**src/verilog/txs_defines.svh**
```systemverilog
// Constants for the transmit slice serializer, tri-state and delay line
// Summary of operation
// RQ1 - Every slice has its own block tri-state input
// RQ2 - Tri-state serializer turns 4-bit bus into stream
// RQ3 - Per-bit input high drives, low floats bit
// RQ4 - Serial data leaves synchronous to fast bit clock
// RQ5 - Tri-state output: pass-through or serialized per-bit stream
// RQ6 - Transmit reset high, asserts at once, releases synchronously
// RQ7 - Transmit reset forces serial output to initial value
// RQ8 - Delay controls sampled on delay control clock
// RQ9 - Driver keeps delay clock running in variable modes
// RQ10 - Delay clock-enable gates every tap update; the code lets a load pulse set the tap without it
// RQ11 - Delay reset restores default tap, releases on clock
// RQ12 - Data width 8 or 4; upper nibble tied low
// RQ13 - Enabled tap steps one per clock, direction-driven
// RQ14 - Tap counter wraps between 511 and 0
// RQ15 - Load pulse sets tap from count input
`ifndef TXS_DEFINES_SVH
`define TXS_DEFINES_SVH
`define TXS_DATA_WIDTH_MAX 8
`define TXS_DATA_WIDTH_MIN 4
`define TXS_HIZ_BUS_WIDTH  4
`define TXS_TAP_WIDTH      9
`define TXS_TAP_MAX        9'h1FF
`define TXS_TAP_DEFAULT    9'h000
`define TXS_INIT_VALUE     1'b0
`endif

```
**src/verilog/txs_pkg.sv**
```systemverilog
// Types shared by the transmit slice design
package txs_pkg;
  // Delay line operating mode
  typedef enum logic [1:0] {
    TXS_DLY_FIXED    = 2'b00,
    TXS_DLY_VARIABLE = 2'b01,
    TXS_DLY_VAR_LOAD = 2'b10
  } txs_dly_mode_t;
  // Source of the pad tri-state control
  typedef enum logic [0:0] {
    TXS_HIZ_BLOCK   = 1'b0,
    TXS_HIZ_PER_BIT = 1'b1
  } txs_hiz_src_t;
endpackage : txs_pkg

```
**src/verilog/txs_tristate_serializer.sv**
```systemverilog
// Serializer turning the nibble-wide tri-state bus into a per-bit stream
`timescale 1ns/1ps
`default_nettype none
`include "txs_defines.svh"
module txs_tristate_serializer
  import txs_pkg::*;
#(
  parameter int SPAN = 2
) (
  // Clock and reset
  input  wire logic                          i_mclk,
  input  wire logic                          i_reset,
  // Frame start and tri-state bus
  input  wire logic                          i_load,
  input  wire logic [`TXS_HIZ_BUS_WIDTH-1:0] i_hiz_bus,
  // Serial per-bit drive stream, high means driven
  output logic                               o_stream
);
  localparam int SW = (SPAN > 1) ? $clog2(SPAN) : 1;

  // Refuse a span that cannot cover any data bit
  if (SPAN < 1) begin : g_bad_span
    $error("SPAN must be at least 1");
  end

  logic [`TXS_HIZ_BUS_WIDTH-1:0] shreg_q;
  logic [SW-1:0]                 sub_q;
  logic                          stream_q;

  // Each bus bit covers SPAN serial data bits
  always_ff @(posedge i_mclk) begin
    if (i_reset) begin
      shreg_q  <= '0;
      sub_q    <= '0;
      stream_q <= 1'b0;
    end else if (i_load) begin
      shreg_q  <= i_hiz_bus; // see RQ2
      sub_q    <= '0;
      stream_q <= i_hiz_bus[0];
    end else if (sub_q == SW'(SPAN - 1)) begin
      shreg_q  <= shreg_q >> 1;
      sub_q    <= '0;
      stream_q <= shreg_q[1];
    end else begin
      sub_q    <= sub_q + SW'(1);
    end
  end

  assign o_stream = stream_q;
endmodule : txs_tristate_serializer
`default_nettype wire

```
**src/verilog/txs_transmit_slice.sv**
```systemverilog
// Transmit slice: data serializer, tri-state select and output delay line
`timescale 1ns/1ps
`default_nettype none
`include "txs_defines.svh"
module txs_transmit_slice
  import txs_pkg::*;
#(
  parameter int            DATA_WIDTH  = `TXS_DATA_WIDTH_MAX,
  parameter logic          INIT_VALUE  = `TXS_INIT_VALUE,
  parameter txs_dly_mode_t DELAY_MODE  = TXS_DLY_VAR_LOAD,
  parameter logic [8:0]    DELAY_VALUE = `TXS_TAP_DEFAULT,
  parameter logic          INVERT_DCLK = 1'b0
) (
  // Fast bit clock and system reset
  input  wire logic                          i_mclk,
  input  wire logic                          i_reset,
  // Transmit reset, active high
  input  wire logic                          i_tx_reset,
  // Parallel data from fabric
  input  wire logic [`TXS_DATA_WIDTH_MAX-1:0] i_data,
  // Tri-state controls
  input  wire logic                          i_block_hiz,
  input  wire logic [`TXS_HIZ_BUS_WIDTH-1:0] i_hiz_bus,
  input  wire txs_hiz_src_t                  i_hiz_source_select,
  // Delay line controls
  input  wire logic                          i_dly_clk,
  input  wire logic                          i_delay_line_reset,
  input  wire logic                          i_dly_ce,
  input  wire logic                          i_dly_inc,
  input  wire logic                          i_dly_load,
  input  wire logic [`TXS_TAP_WIDTH-1:0]     i_delay_tap_load_value,
  // Pad side
  output logic                               o_serial,
  output logic                               o_tristate,
  output logic                               o_frame_start,
  // Delay tap in use
  output logic [`TXS_TAP_WIDTH-1:0]          o_tap_value
);
  localparam int CW = 3;

  // Refuse widths the serializer cannot frame
  if (DATA_WIDTH != `TXS_DATA_WIDTH_MAX && DATA_WIDTH != `TXS_DATA_WIDTH_MIN) begin : g_bad_width
    $error("DATA_WIDTH must be 8 or 4");
  end

  // Next tap value with wrap in both directions
  function automatic logic [`TXS_TAP_WIDTH-1:0] tap_step(
    input logic [`TXS_TAP_WIDTH-1:0] tap,
    input logic                      up
  );
    if (up) begin
      tap_step = (tap == `TXS_TAP_MAX) ? '0 : tap + 9'h001; // see RQ14
    end else begin
      tap_step = (tap == '0) ? `TXS_TAP_MAX : tap - 9'h001; // see RQ14
    end
  endfunction : tap_step

  // ---------------- Serializer ----------------
  logic                           tx_hold_q;
  logic                           tx_active;
  logic [CW-1:0]                  bit_cnt_q;
  logic [`TXS_DATA_WIDTH_MAX-1:0] shreg_q;
  logic                           serial_q;
  logic                           load;
  logic [`TXS_DATA_WIDTH_MAX-1:0] data_used;

  // Reset acts at once, release waits one bit clock
  assign tx_active = i_tx_reset | tx_hold_q; // see RQ6

  always_ff @(posedge i_mclk) begin
    if (i_reset) begin
      tx_hold_q <= 1'b1;
    end else begin
      tx_hold_q <= i_tx_reset; // see RQ6
    end
  end

  assign load = ~tx_active && (bit_cnt_q == '0);
  // Upper nibble ignored in 4-bit mode
  assign data_used = (DATA_WIDTH == `TXS_DATA_WIDTH_MIN) ?
                     {4'h0, i_data[3:0]} : i_data; // see RQ12

  // Frame bit counter
  always_ff @(posedge i_mclk) begin
    if (i_reset || tx_active) begin
      bit_cnt_q <= '0;
    end else if (bit_cnt_q == CW'(DATA_WIDTH - 1)) begin
      bit_cnt_q <= '0;
    end else begin
      bit_cnt_q <= bit_cnt_q + CW'(1);
    end
  end

  // Shift register, least significant bit first
  always_ff @(posedge i_mclk) begin
    if (i_reset || tx_active) begin
      shreg_q  <= '0;
      serial_q <= INIT_VALUE;
    end else if (load) begin
      shreg_q  <= data_used;
      serial_q <= data_used[0]; // see RQ4
    end else begin
      shreg_q  <= shreg_q >> 1;
      serial_q <= shreg_q[1]; // see RQ4
    end
  end

  // Initial value shown while reset is asserted
  assign o_serial      = tx_active ? INIT_VALUE : serial_q; // see RQ7
  assign o_frame_start = load;

  // ---------------- Tri-state ----------------
  logic per_bit_hiz_input;

  txs_tristate_serializer #(
    .SPAN (DATA_WIDTH / `TXS_HIZ_BUS_WIDTH)
  ) u_tristate_serializer (
    .i_mclk    (i_mclk),
    .i_reset   (i_reset | tx_active),
    .i_load    (load),
    .i_hiz_bus (i_hiz_bus), // see RQ2
    .o_stream  (per_bit_hiz_input)
  );

  // High on the pad means high impedance
  always_comb begin
    if (tx_active) begin
      o_tristate = 1'b1;
    end else if (i_hiz_source_select == TXS_HIZ_PER_BIT) begin
      o_tristate = ~per_bit_hiz_input; // see RQ3 see RQ5
    end else begin
      o_tristate = i_block_hiz; // see RQ1 see RQ5
    end
  end

  // ---------------- Delay line ----------------
  logic                      dclk_prev_q;
  logic                      dclk_lvl;
  logic                      dly_tick;
  logic                      dly_rst_q;
  logic [`TXS_TAP_WIDTH-1:0] tap_q;

  // Delay clock edge detect, optional local inversion
  assign dclk_lvl = i_dly_clk ^ INVERT_DCLK;
  assign dly_tick = dclk_lvl & ~dclk_prev_q; // see RQ8 see RQ9

  always_ff @(posedge i_mclk) begin
    if (i_reset) begin
      dclk_prev_q <= INVERT_DCLK; // Idle pin level, no false edge after reset
    end else begin
      dclk_prev_q <= dclk_lvl;
    end
  end

  // Delay reset held until a control clock edge sees it low
  always_ff @(posedge i_mclk) begin
    if (i_reset || i_delay_line_reset) begin
      dly_rst_q <= 1'b1;
    end else if (dly_tick) begin
      dly_rst_q <= 1'b0; // see RQ11
    end
  end

  // Tap register, stepped or loaded on control clock edges only; resets restore the default tap at once
  always_ff @(posedge i_mclk) begin
    if (i_reset || i_delay_line_reset || dly_rst_q) begin
      tap_q <= DELAY_VALUE; // see RQ11
    end else if (dly_tick) begin
      if (DELAY_MODE == TXS_DLY_VAR_LOAD && i_dly_load) begin
        tap_q <= i_delay_tap_load_value; // see RQ15
      end else if (DELAY_MODE != TXS_DLY_FIXED && i_dly_ce) begin
        tap_q <= tap_step(tap_q, i_dly_inc); // see RQ10 see RQ13
      end
    end
  end

  assign o_tap_value = i_delay_line_reset ? DELAY_VALUE : tap_q; // see RQ11
endmodule : txs_transmit_slice
`default_nettype wire

```
**config.mk**
```make
export PLATFORM = sky130hd
export DESIGN_NAME = txs_transmit_slice
export DESIGN_NICKNAME = d
export VERILOG_FILES = /design/src/verilog/txs_pkg.sv /design/src/verilog/txs_tristate_serializer.sv /design/src/verilog/txs_transmit_slice.sv
export VERILOG_INCLUDE_DIRS = /design/src /design/src/verilog
export SDC_FILE = /design/constraint.sdc
export NUM_CORES = 1
export LEC_CHECK = 0
export BUFFER_PORTS_ARGS = -buffer_cell sky130_fd_sc_hd__buf_4
export CAP_MARGIN = 0
export CELL_PAD_IN_SITES_DETAIL_PLACEMENT = 0
export CELL_PAD_IN_SITES_GLOBAL_PLACEMENT = 1
export CORE_MARGIN = 4
export CORE_UTILIZATION = 41
export CTS_BUF_LIST = sky130_fd_sc_hd__clkbuf_16
export DETAILED_ROUTE_END_ITERATION = 12
export PLACE_DENSITY = 0.95
export SLEW_MARGIN = 20
export SYNTH_ARGS = -nofsm -noshare
export SYNTH_HDL_FRONTEND = slang
export SYNTH_SLANG_ARGS = --single-unit
export TNS_END_PERCENT = 20
```
**constraint.sdc**
```tcl
create_clock -name i_mclk -period 5.2 [get_ports i_mclk]
set_input_delay 0.52 -clock i_mclk [delete_from_list [all_inputs] [get_ports i_mclk]]
set_output_delay 0.52 -clock i_mclk [all_outputs]
set_load 0.05 [all_outputs]
```
==> impl_metrics.toml, run 1 <==
[cells_and_area]
area_delta_synth_final_pct = 24.65
drive_gt1_share_pct = 22.76
final_util_pct = 52.74
final_nets = 284
n_antenna_cell = 0

[clock_network]
post_cts_hold_buffer_count = 0
clock_tree.htree_level_count = 1
cts_buffer_depth = 2
numCtsBuffers = 3
postCtsSetupBuffers = 0
clock_sinks = 28
clkTransAtPathRegs_ns = 0.07
cts-root-buf = "clkbuf_16"
cts_tree = "built"
post_cts_resized = 0
clkLatencyLatePin_ns = 0.26

[power]
p_leak_nw = 0.7945
peakVddDrop_mv = 0.1453
p_total_mw = 0.5041
p_per_area_nw_per_um2 = 240.7

[sta]
worstMarginPinSlew_ns = 0.7069
hold_viol = 0
tns_ns = 0
fmax_ghz = 0.4056
fin_crit_sh_pct = 47.42
finClkSkew_ns = 0.002387
rsz0062_at_grt = "no"
setup_violations = 0
whs_ns = 0.4428
relSlewSlack_pct = 52.56
slew_viol_final = 0
min_period_ns = 2.466

[global_route]
grtUsageTotal_pct = 16.31
grt_pass1_vias = 1427
grt_pass1_wl_mm = 6.775
grt_max_degree = 17
gr-total-overflow = 0
antenna_found_initial = 0

[place]
numPortBuffers = 42
hpwlAfterDp_mm = 3.132
gp_congestion = 0.9475

[logic_synthesis]
synth_most_common_cell = "dfxtp_1"
seq_area_frac_synth_pct = 33.36
yosysTopAreaCell = "dfxtp_1"
ys_async_sr_fraction_pct = 0
synthDistinctLibCells = 49
syn_avg_cell_area_um2 = 7.852
synth_edf_count = 0
synth_flop_cell = "dfxtp_1"
ys_top_cells_by_area = "dfxtp_1 (33%), nand2_1 (5.8%), a21oi_1 (5.1%), ha_1 (4.5%), nor2b_1 (4.1%)"
syn_inst = 214
synth_common_cells = "dfxtp_1 (28), nand2_1 (26), nor2_1 (18)"
synth_area_um2 = 1680
yosysWarningCount = 0
yosysTopAreaCellShare_pct = 33.36
ys_ff_latch = 28
synth_nets = 251

[min_path]
min_path_type = "reg2reg"
hp-start = "shreg_q[1]"

[die]
row_count = 23
ios = 43
initial_core_util_pct = 42.31
dieHeight_um = 72.02
core-area_um2 = 3971
die_width_um = 72.02
dieArea_um2 = 5187

[critical_path]
critical_path_arrival_ns = 1.95
critPathCaptureType = "output pin"
reg2reg_from = "tap_q[0]"
cp-start-kind = "flop"
critPathLaunch = "bit_cnt_q[0]"
critPathRequiredTime_ns = 4.68
worst-setup-path-type = "reg2out"
cp_max_fo = 12

[route]
totalWireLength_mm = 4.209
ant_nets = 0
wl_per_cell_um = 14.22
vias = 1645
drt-pass1-iter-count = 4
drcViolationCount = 0
drtIter0Drc = 120
viasPerCell = 5.557

[job]
cap_violations = 0

[outcome]
outcome = "completed"
==> kinds of logic after synthesis <==
logic type | Yosys count | synth area share, %
muxes | 3 | 1.787
DFF | 28 | 33.36
buffers and inverters | 23 | 6.105
adders and majority gates | 6 | 4.467
xor gates and xnor gates | 3 | 1.564
AOI/OAI and AO/OA | 59 | 25.17
and+or+nand+nor | 92 | 27.55
==> path summary, 6_finish.rpt <==
| check | to | slack, ns | cells after the start |
|---|---|---|---|
| hold / removal | shreg_q[0] | 0.44 | 2 |
| setup reg to reg | tap_q[7] | 2.92 | 8 |
| hold reg to reg | shreg_q[0] | 0.44 | 2 |
| setup / recovery | o_frame_start | 2.73 | 6 |
==> critical path, stage by stage, from the launching register on <==
cell      delay [ns]
dfxtp_1         0.36
inv_1           0.05
ha_1            0.18
nor2b_1         0.18
nand2_1         0.31
clkinv_1        0.32
buf_4           0.28
==> layout make-up <==
class	count	area, um2
Inverter	9	33.78
Tap cell	50	62.56
Timing Repair Buffer	42	315.3
Fill cell	392	1877
Clock buffer	3	75.07
Clock inverter	1	30.03
Multi-Input combinational cell	163	1017
Sequential cell	28	560.5
==> per-layer routing <==
metal	share of wire [%]	vias to the layer above	GRT usage (%)
met5	0	-	0
met4	1.1	0	5.637
met3	6.7	4	2.909
met2	43	51	24.29
met1	49	752	23.63
li1	-	838	-
==> flip-flops by register name (all words and copies together) (netlist names) <==
name,cells
tap_q,9
shreg_q,8
u_tristate_serializer.shreg_q,4
bit_cnt_q,3
dclk_prev_q,1
dly_rst_q,1
tx_hold_q,1
u_tristate_serializer.sub_q,1
==> through the flow <==
stage          setup slack, ns  cell area, um2  cells
4_1_cts                  2.733            2095    296
3_3_place_gp             3.069            1989    292
6_report                 2.734            2095    296
2_1_floorplan            3.204            1680    214
5_1_grt                  2.552            2095    296
3_5_place_dp             2.964            1989    292
==> placed cells by master, fill, tap and decap left out, types with 5 or more instances in the layout <==
cell type / instances
o21ai_0: 11
nand3_1: 5
nor2_1: 18
nor3_1: 11
nand2_1: 26
buf_4: 42
or3_1: 6
ha_1: 6
nor2b_1: 11
a21oi_1: 17
inv_1: 8
dfxtp_1: 28
==> power by group <==
part | internal [mW] | switching [mW] | leakage [nW]
combinational | 0.0267 | 0.0309 | 0.517
sequential | 0.217 | 0.00234 | 0.227
clock | 0.153 | 0.0739 | 0.0511
(Power assumes the default switching activity.)
==> run 2, diff against run 1 <==
--- a/config.mk
+++ b/config.mk
@@ -11,10 +11,10 @@
 export CELL_PAD_IN_SITES_DETAIL_PLACEMENT = 0
 export CELL_PAD_IN_SITES_GLOBAL_PLACEMENT = 1
 export CORE_MARGIN = 4
-export CORE_UTILIZATION = 41
+export CORE_UTILIZATION = 34
 export CTS_BUF_LIST = sky130_fd_sc_hd__clkbuf_16
 export DETAILED_ROUTE_END_ITERATION = 12
-export PLACE_DENSITY = 0.95
+export PLACE_DENSITY = 0.86
 export SLEW_MARGIN = 20
 export SYNTH_ARGS = -nofsm -noshare
 export SYNTH_HDL_FRONTEND = slang
==> constraint.sdc (replaced) <==
create_clock -name i_mclk -period 2.2 [get_ports i_mclk]
set_input_delay 0.22 -clock i_mclk [delete_from_list [all_inputs] [get_ports i_mclk]]
set_output_delay 0.22 -clock i_mclk [all_outputs]
set_load 0.05 [all_outputs]
==> run 2 against run 1 <==
Effect of this change:
- sequential share of layout area fell by 1.2 points
- design area rose by 5.1%
- register-to-register slack got worse by 2.8 ns
- sequential power rose by 140%
- utilization fell by 6.5 points
- clock power rose by 140%
==> impl_metrics.toml, run 2 (same netlist as run 1, synthesis figures left out) <==
[global_route]
grt_pass1_vias = 1597
grtUsageTotal_pct = 15.10
antenna_found_initial = 0
gr-total-overflow = 0
grt_pass1_wl_mm = 7.534
grt_max_degree = 17

[critical_path]
critPathRequiredTime_ns = 2.39
cp_max_fo = 8
critical_path_arrival_ns = 2.26
cp-start-kind = "flop"
critPathCaptureType = "flop"
r2r_cells = 8
reg2reg_from = "tap_q[0]"
critPathLaunch = "tap_q[0]"
worst-setup-path-type = "reg2reg"

[clock_network]
clock_tree.htree_level_count = 1
clkLatencyLatePin_ns = 0.26
numCtsBuffers = 3
cts_tree = "built"
cts-root-buf = "clkbuf_16"
clock_sinks = 28
postCtsSetupBuffers = 0
cts_buffer_depth = 2
clkTransAtPathRegs_ns = 0.07

[route]
drtIter0Drc = 128
drcViolationCount = 0
ant_nets = 0
drt-pass1-iter-count = 4
viasPerCell = 5.256
vias = 1703
wl_per_cell_um = 13.93
totalWireLength_mm = 4.514

[place]
gp_congestion = 0.8630
hpwlAfterDp_mm = 3.418
numPortBuffers = 42
placed_cells = 320

[sta]
rsz0062_at_grt = "no"
tns_ns = 0
relSlewSlack_pct = 48.52
fmax_ghz = 0.4842
worstMarginPinSlew_ns = 0.7670
setup_violations = 0
finClkSkew_ns = 0.004125
slew_viol_final = 0
hold_viol = 0
fin_crit_sh_pct = 93.87
min_period_ns = 2.065

[job]
cap_violations = 0

[cells_and_area]
reg_top3 = "tap_q (9), shreg_q (8), u_tristate_serializer.shreg_q (4)"
n_fill_cell = 501
n_antenna_cell = 0
regMostFlops = "tap_q"
layout_commonest_cell = "buf_4"
largest_reg_flops = 9
final_cell_mix = "buf_4 (53), dfxtp_1 (27), nand2_1 (26)"
final_nets = 295
drive_gt1_share_pct = 26.46
area_delta_synth_final_pct = 30.98
finalNonFillerCells = 324

[min_path]
min_path_type = "in2reg"
hold_depth = 2
hp-start = "i_reset"

[power]
peakVddDrop_mv = 0.2889
p_leak_nw = 0.8484
p_per_area_nw_per_um2 = 546.7

[die]
die_width_um = 78.30
ios = 43
dieHeight_um = 78.30
row_count = 25
core-area_um2 = 4755
initial_core_util_pct = 35.34
dieArea_um2 = 6131

[outcome]
outcome = "completed"
## run 2: cell count changes in the layout (fill, tap and decap cells not counted)
cell       previous run  this run
dfxtp_1              28        27
buf_4                42        53
a2111oi_0             2         1
dfxtp_2               0         1
a2111oi_1             0         1
## run 2: critical path, stage by stage, from the launching register on
cell	delay, ns
dfxtp_2	0.36
ha_1	0.24
nand3_1	0.11
nor3_1	0.06
ha_1	0.22
or3b_2	0.49
o41ai_1	0.25
nand2_1	0.09
a31oi_1	0.18
## run 2: path summary, 6_finish.rpt
kind | to | slack (ns)
worst max-delay path | tap_q[6] | 0.13
worst min-delay path | dclk_prev_q | 0.15
worst max register to register | tap_q[6] | 0.13
worst min register to register | shreg_q[5] | 0.44
## run 2: per-layer routing
layer,wire length [um],global-route usage [%]
met1,2058,20.03
met2,2026,24.23
met3,342,3.326
met4,87,5.070
met5,0,0
## run 2: metrics by stage
stage / area [um2] / util [%] / hold WS (ns) / worst slack [ns] / total power, mW
after floorplan: 1680 / - / 0.2916 / 0.2036 / 0.6008
after global placement: 2093 / 44.03 / 0.4244 / 0.1743 / 0.6721
after detailed placement: 2093 / 44.03 / 0.4295 / 0.1091 / 0.6717
after CTS: 2198 / 46.24 / 0.1515 / 0.09251 / 1.212
after global routing: 2201 / 46.29 / 0.1566 / 0.005527 / 1.246
final: 2201 / 46.29 / 0.1479 / 0.1348 / 1.203
## run 2: area by class of cell
cell class                 count  area [um2]  share of cell area [%]
clock buffer                   3       75.07                   3.411
clock inverter                 1       30.03                   1.364
inverter                       9       33.78                   1.535
multi-input combinational    163        1018                   46.28
sequential                    28       561.8                   25.53
tap                           67       83.83                   3.809
timing repair buffer          53       397.9                   18.08
## run 2: power by group
group	internal [mW]	switching [mW]	total (mW)
sequential	0.513	0.00456	0.517
clock	0.363	0.179	0.542
combinational	0.0685	0.0759	0.144
total	0.944	0.260	1.20
## run 2: repair_timing
item	4_1_cts	5_1_grt
hold buffers	0	0
setup endpoints to repair	0	4
gates resized for setup	0	2
==> run 3, diff against run 2 <==
--- a/config.mk
+++ b/config.mk
@@ -7,7 +7,6 @@
 export NUM_CORES = 1
 export LEC_CHECK = 0
 export BUFFER_PORTS_ARGS = -buffer_cell sky130_fd_sc_hd__buf_4
-export CAP_MARGIN = 0
 export CELL_PAD_IN_SITES_DETAIL_PLACEMENT = 0
 export CELL_PAD_IN_SITES_GLOBAL_PLACEMENT = 1
 export CORE_MARGIN = 4
==> constraint.sdc (replaced) <==
create_clock -name i_mclk -period 2.2 [get_ports i_mclk]
set_input_delay 0.22 -clock i_mclk [delete_from_list [all_inputs] [get_ports i_mclk]]
set_output_delay 0.22 -clock i_mclk [all_outputs]
set_load 0.02 [all_outputs]
==> run 3 against run 2 <==
Effect of this change:
- sequential cell count unchanged
- die area stayed put
- clock power grew 3.9%
- register-to-register slack about the same
- worst setup slack got worse by 0.0099 ns
- clock skew is 0.0055 ns higher
- sequential share of layout area rose by 0.10 points
- utilization is 0.079 points lower
- maximum frequency down 0.48%
- routed wire length up 2.9%
- final cell count shrank 0.31%
- largest cell class unchanged
==> impl_metrics.toml, run 3 (same netlist as run 1, synthesis figures left out) <==
[die]
core-area_um2 = 4755
ios = 43
row_count = 25
initial_core_util_pct = 35.34
dieArea_um2 = 6131
dieHeight_um = 78.30
die_width_um = 78.30

[cells_and_area]
area_delta_synth_final_pct = 30.75
drive_gt1_share_pct = 26.95
reg_top3 = "tap_q (9), shreg_q (8), u_tristate_serializer.shreg_q (4)"
regMostFlops = "tap_q"
final_nets = 294
n_antenna_cell = 0
multiInputGateArea_um2 = 1021
register_area_um2 = 563.0
layout_commonest_cell = "buf_4"
final_cell_mix = "buf_4 (52), nand2_1 (26), dfxtp_1 (26)"
n_fill_cell = 502
final_area_um2 = 2197
largest_reg_flops = 9
finalNonFillerCells = 323

[critical_path]
path_cells = "ha_1 > nand3_1 > nor3_1 > ha_2 > or3b_2 > o41ai_1 > nand2_1 > a31oi_1"
critPathBufInv = 0
crit_slowest_cell = "or3b_2"
r2r_cells = 8
critPathCaptureType = "flop"
cp_max_fo = 8
worst-path-stages = 8
worst-setup-path-type = "reg2reg"
critPathRequiredTime_ns = 2.40
cp-start-kind = "flop"
slowest_delay_ns = 0.47
reg2reg_from = "tap_q[0]"
critical_path_arrival_ns = 2.28
crit_family = "simple AND/OR/NAND/NOR gates"
critPathLaunch = "tap_q[0]"

[min_path]
hold_depth = 2
min_path_type = "in2reg"
hp-start = "i_reset"

[route]
vias = 1695
drt-pass1-iter-count = 4
drcViolationCount = 0
viasPerCell = 5.248
ant_nets = 0
drtIter0Drc = 121
totalWireLength_mm = 4.645
wl_per_cell_um = 14.38

[sta]
finClkSkew_ns = 0.009659
rsz0062_at_grt = "no"
tns_ns = 0
hold_viol = 0
worstMarginPinSlew_ns = 0.7383
relSlewSlack_pct = 50.45
fin_crit_sh_pct = 94.33
slew_viol_final = 0
fmax_ghz = 0.4819
setup_violations = 0
min_period_ns = 2.075

[clock_network]
clkTransAtPathRegs_ns = 0.08
numCtsBuffers = 3
clock_sinks = 28
clkLatencyLatePin_ns = 0.27
cts-root-buf = "clkbuf_16"
cts_buffer_depth = 2
cts_tree = "built"
post_cts_hold_buffer_count = 0
clock_tree.htree_level_count = 1

[outcome]
outcome = "completed"

[place]
hpwlAfterDp_mm = 3.396
placed_cells = 319
placed_cell_area_um2 = 2086
numPortBuffers = 42
gp_congestion = 0.8652

[global_route]
antenna_found_initial = 0
grtUsageMet3_pct = 2.179
grt_max_degree = 17
grt_pass1_vias = 1612
gr-total-overflow = 0
grtUsageMet1_pct = 22.18
grt_pass1_wl_mm = 7.817
grtUsageTotal_pct = 15.72
grt.busiest_layer = "met2"
use_met2_pct = 24.83

[power]
p_leak_nw = 0.8415
peakVddDrop_mv = 0.2866
p_per_area_nw_per_um2 = 555.4
p_total_mw = 1.220

[job]
cap_violations = 0
[run 3: cell count changes in the layout (fill, tap and decap cells not counted), sizes merged]
cell	before	now
buf	53	52
[run 3: metrics by stage]
step	hold slack, ns	util [%]	setup WS [ns]
after floorplan	0.2916	-	0.2036
after detailed placement	0.4272	43.87	0.1051
final	0.1334	46.21	0.1248
after CTS	0.1400	46.08	0.05957
after global routing	0.1565	46.21	0.03157
after global placement	0.4245	43.87	0.1636
[run 3: cell type report]
cell class	instances	share of cell area, %
clock buffers	3	3.417
well taps	67	3.815
flip-flops and latches	28	25.63
inverters	9	1.538
clock inverters	1	1.367
repair buffers	52	17.77
multi-input cells	163	46.47
[run 3: final timing paths]
| check | endpoint | slack (ns) |
|---|---|---|
| max | tap_q[6] | 0.12 |
| min | dclk_prev_q | 0.13 |
| max reg2reg | tap_q[6] | 0.12 |
| min reg2reg | shreg_q[3] | 0.44 |
[run 3: timing repair]
action,4_1_cts,5_1_grt
hold endpoints to repair,0,0
gates resized for setup,0,4
setup buffers,0,0
endpoints found under the setup margin,0,4
[run 3: power by group]
group          total (mW)  switching, mW  internal [mW]
Combinational       0.140         0.0724         0.0679
Clock               0.563          0.199          0.363
Sequential          0.517        0.00462          0.513
Total                1.22          0.277          0.944
[run 3: routing by layer]
layer  share of wire (%)  vias up
li1                    -      856
met1                  46      778
met2                  46       57
met3                 6.6        4
met4                 1.2        0
met5                   0        -
[run 3: worst reg2reg max path: stages, from the launching register on]
cell,delay (ns)
dfxtp_2,0.37
ha_1,0.24
nand3_1,0.13
nor3_1,0.07
ha_2,0.20
or3b_2,0.47
o41ai_1,0.26
nand2_1,0.10
a31oi_1,0.17
